## src/core/stc_defs.vh

```
// constants for the sensitivity temperature compensation block
`ifndef STC_DEFS_VH
`define STC_DEFS_VH
// register indices, byte address is four times the index
`define STC_IDX_CTRL     8'h00
`define STC_IDX_STATUS   8'h01
`define STC_IDX_FACTOR   8'h02
`define STC_IDX_TC2      8'h08
`define STC_IDX_TC1      8'h09
// word index sits in address bits 9:2
`define STC_IDX_HI       9
`define STC_IDX_LO       2
// first-order register fields
`define STC_TC1OFS_HI    7
`define STC_TC1OFS_LO    0
`define STC_TC1CLD_HI    15
`define STC_TC1CLD_LO    8
`define STC_TC1HOT_HI    23
`define STC_TC1HOT_LO    16
// second-order register fields
`define STC_TC2CLD_HI    14
`define STC_TC2CLD_LO    6
`define STC_TC2HOT_HI    23
`define STC_TC2HOT_LO    15
// writable bit masks, everything else reads zero
`define STC_TC1_MASK     32'h00FFFFFF
`define STC_TC2_MASK     32'h00FFFFC0
`define STC_CTRL_MASK    32'h00000001
`define STC_CTRL_RESET   32'h00000001
// first-order code wraps so that 1100 0000 is the lowest step
`define STC_TC1_BIAS     8'h40
`define STC_TC1_ZERO     10'sh040
// 25 degC in 1/8 degC temperature units
`define STC_T25          13'sh00C8
// gain factor: 2^30 is unity
`define STC_FRAC         30
`define STC_UNITY        40'sh0040000000
// 1.53e-5 per step per degC, over 8 (temp units), times 2^30
`define STC_K1           13'sh0806
// 5.96e-8 per step per degC^2, over 64, times 2^30 is one
`define STC_K2           1
// sample saturation limits
`define STC_SMAX         16'sh7FFF
`define STC_SMIN         16'sh8000
// bus answers
`define STC_RESP_OK      2'b00
`define STC_RESP_ERR     2'b10
`endif

```

## src/core/stc_gain_calc.v

```verilog
// gain factor computation from temperature and coefficients
`timescale 1ns/1ps
`include "stc_defs.vh"
module stc_gain_calc (
   input  wire               sys_clk,
   input  wire               rst,
   input  wire               enable,
   input  wire        [23:0] tc1_reg,
   input  wire        [23:0] tc2_reg,
   input  wire               in_valid,
   input  wire signed [15:0] in_sample,
   input  wire signed [11:0] in_temp,
   output reg                out_valid,
   output reg  signed [15:0] out_sample,
   output reg  signed [39:0] factor,
   output reg         [1:0]  region
);
   reg                v1;        // stage-one valid
   reg  signed [15:0] s1;        // stage-one sample
   reg  signed [12:0] dt;        // temperature minus 25 degC
   reg         [7:0]  c1;        // chosen first-order code
   reg  signed [8:0]  c2;        // chosen second-order code
   reg                en1;       // enable aligned to stage one
   wire signed [12:0] next_dt;
   wire        [7:0]  u1;        // wrapped first-order code
   wire signed [9:0]  st1;       // first-order steps, -64..191
   wire signed [39:0] term1;
   wire signed [39:0] term2;

   assign next_dt = {in_temp[11], in_temp} - `STC_T25;
   // the wrap puts code 0 at zero steps, so cleared fields do nothing
   assign u1    = c1 + `STC_TC1_BIAS;
   assign st1   = $signed({2'b00, u1}) - `STC_TC1_ZERO;
   // linear term: steps times delta temperature
   assign term1 = st1 * dt * `STC_K1;
   // quadratic term: signed code times delta squared
   assign term2 = c2 * dt * dt * `STC_K2;

   // stage one: pick hot or cold coefficients from the sign of delta
   always @(posedge sys_clk) begin
      if (rst) begin
         v1  <= 1'b0;
         s1  <= 16'sh0000;
         dt  <= 13'sh0000;
         c1  <= 8'h00;
         c2  <= 9'sh000;
         en1 <= 1'b0;
      end else begin
         v1  <= in_valid;
         en1 <= enable;
         if (in_valid) begin
            s1 <= in_sample;
            dt <= next_dt;
            // at exactly 25 degC delta is zero and either pick gives unity
            if (next_dt > 13'sh0000) begin
               c1 <= tc1_reg[`STC_TC1HOT_HI:`STC_TC1HOT_LO];
               c2 <= tc2_reg[`STC_TC2HOT_HI:`STC_TC2HOT_LO];
            end else begin
               c1 <= tc1_reg[`STC_TC1CLD_HI:`STC_TC1CLD_LO];
               c2 <= tc2_reg[`STC_TC2CLD_HI:`STC_TC2CLD_LO];
            end
         end
      end
   end

   // stage two: combine both corrections into one factor
   always @(posedge sys_clk) begin
      if (rst) begin
         out_valid  <= 1'b0;
         out_sample <= 16'sh0000;
         factor     <= `STC_UNITY;
         region     <= 2'b00;
      end else begin
         out_valid <= v1;
         if (v1) begin
            out_sample <= s1;
            region     <= {dt < 13'sh0000, dt > 13'sh0000};
            // disabled compensation passes the sample at unity gain
            if (en1)
               factor <= `STC_UNITY + term1 + term2;
            else
               factor <= `STC_UNITY;
         end
      end
   end
endmodule // stc_gain_calc

```

## src/core/stc_top.v

```verilog
// sensitivity temperature compensation with AXI4-Lite registers
//
// How it works
// - first-order cold/hot codes at 0x09 bits 15:8/23:16
// - linear correction, hot above 25C, cold below
// - first-order code wraps, 1.53 m%/C steps
// - second-order cold/hot at 0x08 bits 14:6/23:15
// - quadratic correction, hot above 25C, cold below
// - second-order code signed, 0.00596 m%/C^2 steps
// - 0x09 bits 7:0 hold offset coefficient
//
// data path: a sample with its temperature enters on in_valid and
// leaves corrected three clocks later on out_valid.
//
// register map, byte address is four times the word index:
//   word 0x00 control, bit 0 enables compensation, set after reset
//   word 0x01 status, bit 1 last sample cold, bit 0 last sample hot
//   word 0x02 gain factor, its upper 32 of 40 bits
//   word 0x08 second-order hot and cold codes
//   word 0x09 first-order hot and cold codes and the offset code
// any other word answers with a slave error and changes nothing.
//
// bus timing: a write is answered two clocks after its later half is
// taken, a read one clock after its address; one read may be open, and a second write may be taken while the first answer waits.
//
// the offset code is only stored and read back; offset drift is
// corrected elsewhere in the signal path.
//
// limitation: the factor follows the temperature that came with the
// sample, so a stale temperature gives a stale correction.
// trade-off: a 40-bit factor keeps the quadratic term exact at the
// extremes of the temperature range, at the cost of a wide multiply.
`timescale 1ns/1ps
`include "stc_defs.vh"
module stc_top (
   input  wire               sys_clk,
   input  wire               rst,
   // write address channel
   input  wire        [31:0] s_axi_awaddr,
   input  wire               s_axi_awvalid,
   output reg                s_axi_awready,
   // write data channel
   input  wire        [31:0] s_axi_wdata,
   input  wire        [3:0]  s_axi_wstrb,
   input  wire               s_axi_wvalid,
   output reg                s_axi_wready,
   // write response channel
   output reg         [1:0]  s_axi_bresp,
   output reg                s_axi_bvalid,
   input  wire               s_axi_bready,
   // read address channel
   input  wire        [31:0] s_axi_araddr,
   input  wire               s_axi_arvalid,
   output reg                s_axi_arready,
   // read data channel
   output reg         [31:0] s_axi_rdata,
   output reg         [1:0]  s_axi_rresp,
   output reg                s_axi_rvalid,
   input  wire               s_axi_rready,
   // sensed signal path and temperature measurement
   input  wire               in_valid,
   input  wire signed [15:0] in_sample,
   input  wire signed [11:0] in_temp,
   output reg                out_valid,
   output reg  signed [15:0] out_sample
);
   // register storage
   reg  [31:0] ctrl;             // bit 0 enables compensation
   reg  [31:0] tc1;              // first-order codes and offset code
   reg  [31:0] tc2;              // second-order codes
   // write side holding state
   reg  [31:0] aw_addr;          // captured write address
   reg  [31:0] w_data;           // captured write data
   reg  [3:0]  w_strb;           // captured byte enables
   reg         aw_full;          // address waiting
   reg         w_full;           // data waiting
   // combinational helpers
   reg  [31:0] next_tc1;
   reg  [31:0] next_tc2;
   reg  [31:0] next_ctrl;
   reg  [31:0] next_rdata;
   reg  [1:0]  next_rresp;
   reg         next_bad;         // write hit no register
   wire [7:0]  wr_idx;
   wire [7:0]  rd_idx;
   wire        do_write;
   // calculator outputs
   wire               calc_valid;
   wire signed [15:0] calc_sample;
   wire signed [39:0] calc_factor;
   wire        [1:0]  calc_region;
   wire signed [55:0] prod;      // sample times factor
   wire signed [25:0] scaled;    // product back at sample scale
   wire        [31:0] wmask;     // byte enables spread to bits
   wire signed [25:0] sat_hi;    // largest sample, widened to the width of scaled
   wire signed [25:0] sat_lo;    // smallest sample, widened to the width of scaled

   assign wr_idx   = aw_addr[`STC_IDX_HI:`STC_IDX_LO];
   assign rd_idx   = s_axi_araddr[`STC_IDX_HI:`STC_IDX_LO];
   // the response waits until both halves have arrived
   assign do_write = aw_full && w_full && !s_axi_bvalid;

   // one generate loop spreads each strobe over its byte
   genvar gb;
   generate
      for (gb = 0; gb < 4; gb = gb + 1) begin : g_mask
         assign wmask[gb*8+7:gb*8] = {8{w_strb[gb]}};
      end
   endgenerate

   // address and data are taken in either order and held until used
   always @(posedge sys_clk) begin
      if (rst) begin
         aw_full       <= 1'b0;
         w_full        <= 1'b0;
         aw_addr       <= 32'h00000000;
         w_data        <= 32'h00000000;
         w_strb        <= 4'h0;
         s_axi_awready <= 1'b0;
         s_axi_wready  <= 1'b0;
      end else begin
         // ready rises once the slot is empty, held low while full
         if (s_axi_awvalid && s_axi_awready) begin
            // address taken; refuse another until this write is done
            aw_full       <= 1'b1;
            aw_addr       <= s_axi_awaddr;
            s_axi_awready <= 1'b0;
         end else if (do_write) begin
            // write applied this clock, the slot empties
            aw_full <= 1'b0;
         end else if (!aw_full) begin
            // empty slot is offered again one clock later
            s_axi_awready <= 1'b1;
         end
         if (s_axi_wvalid && s_axi_wready) begin
            // data and strobes are taken together
            w_full       <= 1'b1;
            w_data       <= s_axi_wdata;
            w_strb       <= s_axi_wstrb;
            s_axi_wready <= 1'b0;
         end else if (do_write) begin
            // data consumed by the write
            w_full <= 1'b0;
         end else if (!w_full) begin
            // ready again once the data slot is empty
            s_axi_wready <= 1'b1;
         end
      end
   end

   // merge strobed bytes into the addressed register
   always @* begin
      next_tc1  = tc1;
      next_tc2  = tc2;
      next_ctrl = ctrl;
      next_bad  = 1'b0;
      case (wr_idx)
         `STC_IDX_TC1: begin
            // offset coefficient rides beside the gain codes
            next_tc1 = ((tc1 & ~wmask) | (w_data & wmask)) & `STC_TC1_MASK;
         end
         `STC_IDX_TC2: begin
            // the low six bits are unused and stay zero
            next_tc2 = ((tc2 & ~wmask) | (w_data & wmask)) & `STC_TC2_MASK;
         end
         `STC_IDX_CTRL: begin
            // only the enable bit is writable
            next_ctrl = ((ctrl & ~wmask) | (w_data & wmask)) & `STC_CTRL_MASK;
         end
         `STC_IDX_STATUS,
         `STC_IDX_FACTOR: begin
            // read-only words ignore the write but answer okay
            next_bad = 1'b0;
         end
         default: begin
            // unmapped word: nothing changes, the answer is an error
            next_bad = 1'b1;
         end
      endcase
   end

   // register update and write response
   always @(posedge sys_clk) begin
      if (rst) begin
         // all-zero codes apply no correction until programmed
         tc1          <= 32'h00000000;
         tc2          <= 32'h00000000;
         ctrl         <= `STC_CTRL_RESET;
         s_axi_bvalid <= 1'b0;
         s_axi_bresp  <= `STC_RESP_OK;
      end else begin
         if (do_write) begin
            // only the addressed word changes; the others reload themselves
            tc1          <= next_tc1;
            tc2          <= next_tc2;
            ctrl         <= next_ctrl;
            s_axi_bvalid <= 1'b1;
            s_axi_bresp  <= next_bad ? `STC_RESP_ERR : `STC_RESP_OK;
         end else if (s_axi_bvalid && s_axi_bready) begin
            // answer taken by the master
            s_axi_bvalid <= 1'b0;
         end
      end
   end

   // read mux; status and factor show the block's live state
   always @* begin
      next_rdata = 32'h00000000;
      next_rresp = `STC_RESP_OK;
      case (rd_idx)
         `STC_IDX_CTRL: begin
            next_rdata = ctrl;
         end
         `STC_IDX_STATUS: begin
            // both bits clear after a sample at exactly 25 degC
            next_rdata = {30'h00000000, calc_region};
         end
         `STC_IDX_FACTOR: begin
            // upper bits only; the lowest eight are below resolution
            next_rdata = calc_factor[39:8];
         end
         `STC_IDX_TC1: begin
            next_rdata = tc1;
         end
         `STC_IDX_TC2: begin
            next_rdata = tc2;
         end
         default: begin
            // unmapped word: zero data and a slave error
            next_rresp = `STC_RESP_ERR;
         end
      endcase
   end

   // one read at a time; arready drops while the answer waits
   always @(posedge sys_clk) begin
      if (rst) begin
         s_axi_arready <= 1'b0;
         s_axi_rvalid  <= 1'b0;
         s_axi_rdata   <= 32'h00000000;
         s_axi_rresp   <= `STC_RESP_OK;
      end else begin
         if (s_axi_arvalid && s_axi_arready) begin
            // data follow the address as it stands at the handshake
            s_axi_arready <= 1'b0;
            s_axi_rvalid  <= 1'b1;
            s_axi_rdata   <= next_rdata;
            s_axi_rresp   <= next_rresp;
         end else if (s_axi_rvalid && s_axi_rready) begin
            // answer taken; arready returns on the next clock
            s_axi_rvalid <= 1'b0;
         end else if (!s_axi_rvalid) begin
            // idle: ready for the next address
            s_axi_arready <= 1'b1;
         end
      end
   end

   // factor computation, two pipeline stages
   // only the low 24 bits of each coefficient word carry fields
   stc_gain_calc u_calc (
      .sys_clk    (sys_clk),
      .rst        (rst),
      .enable     (ctrl[0]),
      .tc1_reg    (tc1[23:0]),
      .tc2_reg    (tc2[23:0]),
      .in_valid   (in_valid),
      .in_sample  (in_sample),
      .in_temp    (in_temp),
      .out_valid  (calc_valid),
      .out_sample (calc_sample),
      .factor     (calc_factor),
      .region     (calc_region)
   );

   // the gain correction is a multiply, not an offset add
   assign prod   = calc_sample * calc_factor;
   assign scaled = prod[`STC_FRAC+25:`STC_FRAC];

   // saturation limits at sample scale, widened to the rescaled product's width
   assign sat_hi = {{10{1'b0}}, `STC_SMAX};
   assign sat_lo = {{10{1'b1}}, `STC_SMIN};

   // final stage: rescale and saturate to the sample width
   always @(posedge sys_clk) begin
      if (rst) begin
         out_valid  <= 1'b0;
         out_sample <= 16'sh0000;
      end else begin
         out_valid <= calc_valid;
         if (calc_valid) begin
            // clipping keeps a large positive factor from wrapping sign
            if (scaled > sat_hi)
               out_sample <= `STC_SMAX;
            else if (scaled < sat_lo)
               out_sample <= `STC_SMIN;
            else
               out_sample <= scaled[15:0];
         end
      end
   end
endmodule // stc_top

```

## config.mk

```make
export PLATFORM = sky130hd
export DESIGN_NAME = stc_top
export DESIGN_NICKNAME = d
export VERILOG_FILES = /design/src/core/stc_gain_calc.v /design/src/core/stc_top.v
export VERILOG_INCLUDE_DIRS = /design/src /design/src/core
export SDC_FILE = /design/constraint.sdc
export NUM_CORES = 2
export LEC_CHECK = 0
export BUFFER_PORTS_ARGS = -buffer_cell sky130_fd_sc_hd__buf_2
export CORE_UTILIZATION = 55
export CTS_BUF_LIST = sky130_fd_sc_hd__clkbuf_8
export CTS_CLUSTER_SIZE = 20
export DETAILED_ROUTE_END_ITERATION = 10
export HOLD_SLACK_MARGIN = 0.05
export PLACE_DENSITY = 0.73
export SETUP_SLACK_MARGIN = 0.5
export SLEW_MARGIN = 10
export SYNTH_ARGS = -nofsm -noshare
export SYNTH_HDL_FRONTEND = slang
export SYNTH_SLANG_ARGS = --single-unit
```

## constraint.sdc

```tcl
create_clock -name sys_clk -period 34.5 [get_ports sys_clk]
set_clock_uncertainty 0.2 [all_clocks]
set_input_delay 1.725 -clock sys_clk [delete_from_list [all_inputs] [get_ports sys_clk]]
set_output_delay 1.725 -clock sys_clk [all_outputs]
set_load 0.01 [all_outputs]
```

## Yosys cells after proc, flatten, opt, wreduce, memory -nomap -nowiden

Cells that the tools add are included.

- Equal/unequal tests: 8
- Order comparisons: 5
- Multiplexer cells: 15
- $add $sub $neg: 5
- Reductions and logical operators: 25
- $mul: 5
- Bitwise operators: 13

Operators with widths:

| cell | number |
|---|---|
| $pmux 32 s5 | 1 |
| $and 24x24->24 | 3 |
| $mul 16x40->56 | 1 |
| $or 24x24->24 | 2 |
| $mul 9x13->22 | 2 |
| $add 32x40->40 const A | 1 |
| $add 40x40->40 | 1 |
| $mul 40x12->39 const B | 1 |
| $mux 40 | 1 |
| $mul 22x13->35 | 1 |
| $eq 8x4->1 const B | 4 |
| $mux 16 | 2 |
| $gt 13x1->1 const B | 2 |
| $gt 26x16->1 const B | 1 |
| $lt 26x16->1 const B | 1 |
| $not 24->24 | 1 |
| $eq 8x1->1 const B | 2 |
| $eq 8x2->1 const B | 2 |
| $logic_not 8->1 | 2 |
| $lt 13x1->1 const B | 1 |
| $sub 12x9->13 const B | 1 |
| $reduce_and 2->1 | 6 |
| $reduce_or 5->1 | 2 |
| $mux 9 | 1 |
| other kinds (12) | 34 |

- Word-level logic and storage cells: 104
- Bits of input ports: 136
- Output and inout bits: 58
- Register bits after elaboration: 247

## Longest topological paths before layout

- Word-level depth: 7
- Mapped depth: 62

## Cells and area by module

Synthesis repeated with hierarchy kept, for this count alone.

- Cells, all modules: 6,251
- Area total of the unflattened synthesis: 54,556.1 sq um

By module, submodules not included:

| module | area each (sq um) | instances | cells each |
|---|---|---|---|
| stc_gain_calc | 27,482.6 | 1 | 3,059 |
| stc_top | 27,073.5 | 1 | 3,192 |

## Worst setup path before layout

Ideal clock, no wire load.

- Kind: reg-to-reg
- From: register u_calc.dt[5]
- To: register u_calc.factor[39]
- Path buffers: 3
- Arrival time: 12.907 ns
- Period minus slack after synthesis: 13.224 ns
- Slack: 21.276 ns
- Cell stages (with the launch flop): 57
- Cells stage by stage: dfxtp_1 > clkbuf_1 > clkbuf_1 > nand2_1 > fa_1 > inv_1 > fa_1 > ha_1 > fa_1 > ha_1 > ha_1 > inv_1 > fa_1 > nor2b_1 > o21ai_0 > a21boi_0 > o21ai_0 > a21boi_0 > (+21 left out) > or3_1 > a21oi_1 > xor2_1 > ha_1 > inv_1 > ha_1 > a21o_1 > a21o_1 > a21oi_1 > o21ai_0 > a21o_1 > a41o_1 > o21ai_1 > nand2b_1 > a21o_1 > a21oi_1 > xnor3_1 > a22o_1

- Word-level cells in the longest chain between the ends: 5

Ends and longest elaborated chain:

| what | line | source |
|---|---|---|
| from (decl) | stc_gain_calc.v:20 | `reg signed [12:0] dt;` |
| from (signal assigned) | stc_gain_calc.v:53 | `dt <= next_dt;` |
| $mul 9x13->22 | stc_gain_calc.v:35 | `` assign term1 = st1 * dt * `STC_K1; `` |
| $mul 40x12->39 (no line) | -- |  |
| $add 32x40->40 (no line) | -- |  |
| $add 40x40->40 (no line) (*) | -- |  |
| $mux 40 (*) | stc_gain_calc.v:79 | `if (en1)` |
| to (signal assigned) | stc_gain_calc.v:71 | `` factor <= `STC_UNITY; `` |
| to (signal assigned) | stc_gain_calc.v:80 | `` factor <= `STC_UNITY + term1 + term2; `` |
| to (signal assigned) | stc_gain_calc.v:82 | `` factor <= `STC_UNITY; `` |
| to (decl) | stc_gain_calc.v:15 | `output reg signed [39:0] factor,` |

Every way passes the cells marked *; elsewhere a longest branch is shown, timed or not.
A chain may end at the register's enable or synchronous reset.

## Final worst setup path

Same ends and word-level chain as after synthesis.

==> summary.md <==
| Metric | Value |
|---|---|
| Status | `complete, no violations` |
| Register area share after synthesis | `a little under a tenth` |
| FF-to-FF Start | `u_calc.dt[5]` |
| Area Overhead vs Synth | `4.93%` |
| CTS clk-pin slew, worst paths | `about 0.06 ns` |
| DR WL/cell | `17.9 microns` |
| Full die area | `~97000 sq um` |
| Combinational fraction of design power | `around 80%` |
| Crit path from | `u_calc.dt[5]` |
| Synth warn | `0` |
| First-pass GRT wire length | `212000 microns` |
| Gate Count Post-Synth | `5900` |
| Number of synthesized flops with an enable pin | `0` |
| Cell area after layout | `roughly 55000 sq um` |
| DR vias | `approximately 40000` |
| Crit-path most repeated cell | `fa_1` |
| Worst Path Arrival | `14.85 ns` |
| Avg Vias per Cell | `about 5.6` |
| Main flop type after synthesis | `dfxtp_1` |
| Core Util, Final | `58.6%` |
| R2r worst-path depth | `slightly below 60` |
| Share of synthesized registers carrying an async set or reset | `0%` |
| Post-CTS sizing | `0` |
| Distinct cells, synth | `76` |
| Bufs on Longest Clock Path | `3` |
| ANT nets after route | `0` |
| Setup crit end kind | `flop` |
| Max frequency | `just under 70 MHz` |
| Io pins | `around 190` |
| All-layer global routing usage | `between 20 and 30%` |
| Die H | `between 300 and 400 microns` |
| Sequential Area | `4870 sq um` |
| Core outline area | `93900 sq um` |
| Final Critical Period | `approximately 14 ns` |
| # fillers | `slightly above 8000` |
| Yosys top cell area share | `between 40% and 50%` |
| Unrepaired setup endpoints after global routing | `no` |
| Most common cell after layout, fill and taps aside | `inv_1` |
| CTS Sinks | `243` |
| DRT Wirelength | `128000 microns` |
| Hold_buf cts | `0` |
| Initial Util | `55.8%` |
| CTS H-tree lvls | `2` |
| Switch share | `around half` |
| Nets | `~7500` |
| Initial antenna violation count | `9` |
| Clock power share | `roughly a tenth` |
| Crit path largest cell delay | `around 0.56 ns` |
| TritonRoute pass-1 iters | `5` |
| Layout Cells excl Fill | `about 7000` |
| Fin. Hold Viols | `0` |
| Most frequent cells in the layout | `inv_1, fa_1, nand2_1` |
| Crit Path Class | `reg -> reg` |
| Syn_area_per_cell | `a little under 9 sq um` |
| Total negative setup slack | `0 ns` |
| Critical Path Start Type | `flop` |
| Final slew viol count | `0` |
| Sw power | `about 0.0016 W` |
| Gr ovfl total | `0` |
| Hold wc startpoint | `s_axi_rdata[0]` |
| Setup violators final | `0` |
| Worst hold path depth | `2` |
| Dpl cells | `about 7000` |
| DPL Wire Length | `97400 microns` |
| Mapped Area | `52400 sq um` |
| Critical path data required time | `approximately 35 ns` |
| Post-CTS Setup Inserts | `0` |
| Clock Latency Late Sink | `0.70 ns` |
| LEAKAGE | `around 26 nW` |
| Residual DRC | `0` |
| Final Cycle Share | `41.9%` |
| Sequential share of power | `about 11%` |
| Buffers added on ports | `roughly 130` |
| CTS tree | `done` |
| Number of synthesized register bits | `~240` |
| 1st-iter DRT viols | `approximately 2400` |
| CTS buffer count | `45` |
| Worst-margin pin slew | `1.21 ns` |
| Die Width | `just over 300 microns` |
| Max_cap viols | `0` |
| Site row count | `~110` |
| Largest net degree at the start of global routing | `approximately 100` |
| CP max stage cell | `fa_1` |
| Peak supply drop | `approximately 0.00018 V` |
| Vias in the first global route | `~40000` |
| CTS root buf | `clkbuf_8` |
| RD Place Congestion | `~0.9` |
| Crit path max fanout | `42` |
| Max-slew headroom | `19.3%` |
| Area taken by multi-input logic gates | `roughly 42000 sq um` |
| Power Dens Cells | `57.0 nW/um^2` |
| Top area cells in the synthesized netlist | `fa_1, ha_1, dfxtp_1` |
| Class of the worst hold path | `reg -> reg` |
| Layout cells sized above 1 | `roughly 5.4%` |
| Internal power | `about 0.0016 W` |
| Post-Place Cell Area | `approximately 54000 sq um` |
| Post-synth top area cell | `fa_1` |
-- worst max-delay path, delay by kind of cell (launching register included) --
family | cells | cell delay [ns]
buf+inv | 7 | 0.98
simple gates | 7 | 1.21
flops | 1 | 0.31
compound gates | 25 | 4.70
xor+xnor | 3 | 0.62
fa+ha+maj | 16 | 6.33
-- metal layers --
layer	vias to the layer above	global-route usage [%]	routed length, microns
li1	17800	-	-
met4	6	9.79	4690
met5	-	0	34
met3	305	4.63	9610
met1	20000	36.2	52700
met2	1381	44.7	60500
-- per-stage QoR --
stage | hold WS (ns) | total power (W) | setup WS [ns]
finish | 0.251 | 0.00313 | 20.04
global route | 0.269 | 0.00348 | 19.20
CTS | 0.253 | 0.00315 | 20.06
detailed placement | 0.237 | 0.00281 | 20.12
global placement | 0.231 | 0.00277 | 20.34
floorplan | 0.228 | 0.00228 | 21.28
-- path summary, 6_finish.rpt --
check	endpoint	slack (ns)
max	u_calc.factor[39]	20.04
min	s_axi_rdata[0]	0.25
max reg2reg	u_calc.factor[39]	20.04
min reg2reg	s_axi_rdata[0]	0.25
-- area by class of cell --
type | instances | area share, %
multi-input cells | 4243 | 76.8
flip-flops and latches | 243 | 8.86
inverters | 1102 | 7.52
well taps | 1254 | 2.85
repair buffers | 198 | 2.11
clock buffers | 54 | 1.35
clock inverters | 25 | 0.450
diodes | 5 | 0.0227
-- cells by family after synthesis --
| group | count (synthesis) | synth area share, % |
|---|---|---|
| muxes | 82 | 1.62 |
| buffers and inverters | 1415 | 10.1 |
| adders and majority gates | 1552 | 52.3 |
| and+or+nand+nor | 1838 | 16.4 |
| AOI/OAI and AO/OA | 604 | 7.39 |
| xor gates and xnor gates | 165 | 2.81 |
| DFF | 243 | 9.28 |
| other | 1 | 0.00715 |
-- power groups by stage --
stage / combinational, W / sequential (W) / clock [W]
finish: 0.00247 / 0.000352 / 0.000314
global route: 0.00279 / 0.000353 / 0.000331
CTS: 0.00248 / 0.000349 / 0.000319
detailed placement: 0.00246 / 0.000355 / 0
global placement: 0.00242 / 0.000354 / 0
floorplan: 0.00197 / 0.000310 / 0
-- cells in the mapped netlist (6+ instances only) --
master    number
inv_1       1101
fa_1        1069
nand2_1      942
ha_1         482
and2_1       394
clkbuf_1     301
dfxtp_1      243
a21oi_1      220
nor2_1       192
xnor2_1      120
o21ai_0       99
nand2b_1      95
a21o_1        64
mux2i_1       61
nor3_1        46
xor2_1        42
a22o_1        41
nor2b_1       38
a211oi_1      36
nand3_1       36
and3_1        28
mux2_2        21
a22oi_1       18
or3_1         18
o21a_1        16
a31oi_1       13
o21bai_1      12
nand4_1       10
a21boi_0       9
buf_1          9
o21ai_1        8
a32oi_1        7
nor4_1         7
and4_1         6
or2_2          6
No activity file was read; power rests on OpenSTA's default activity.
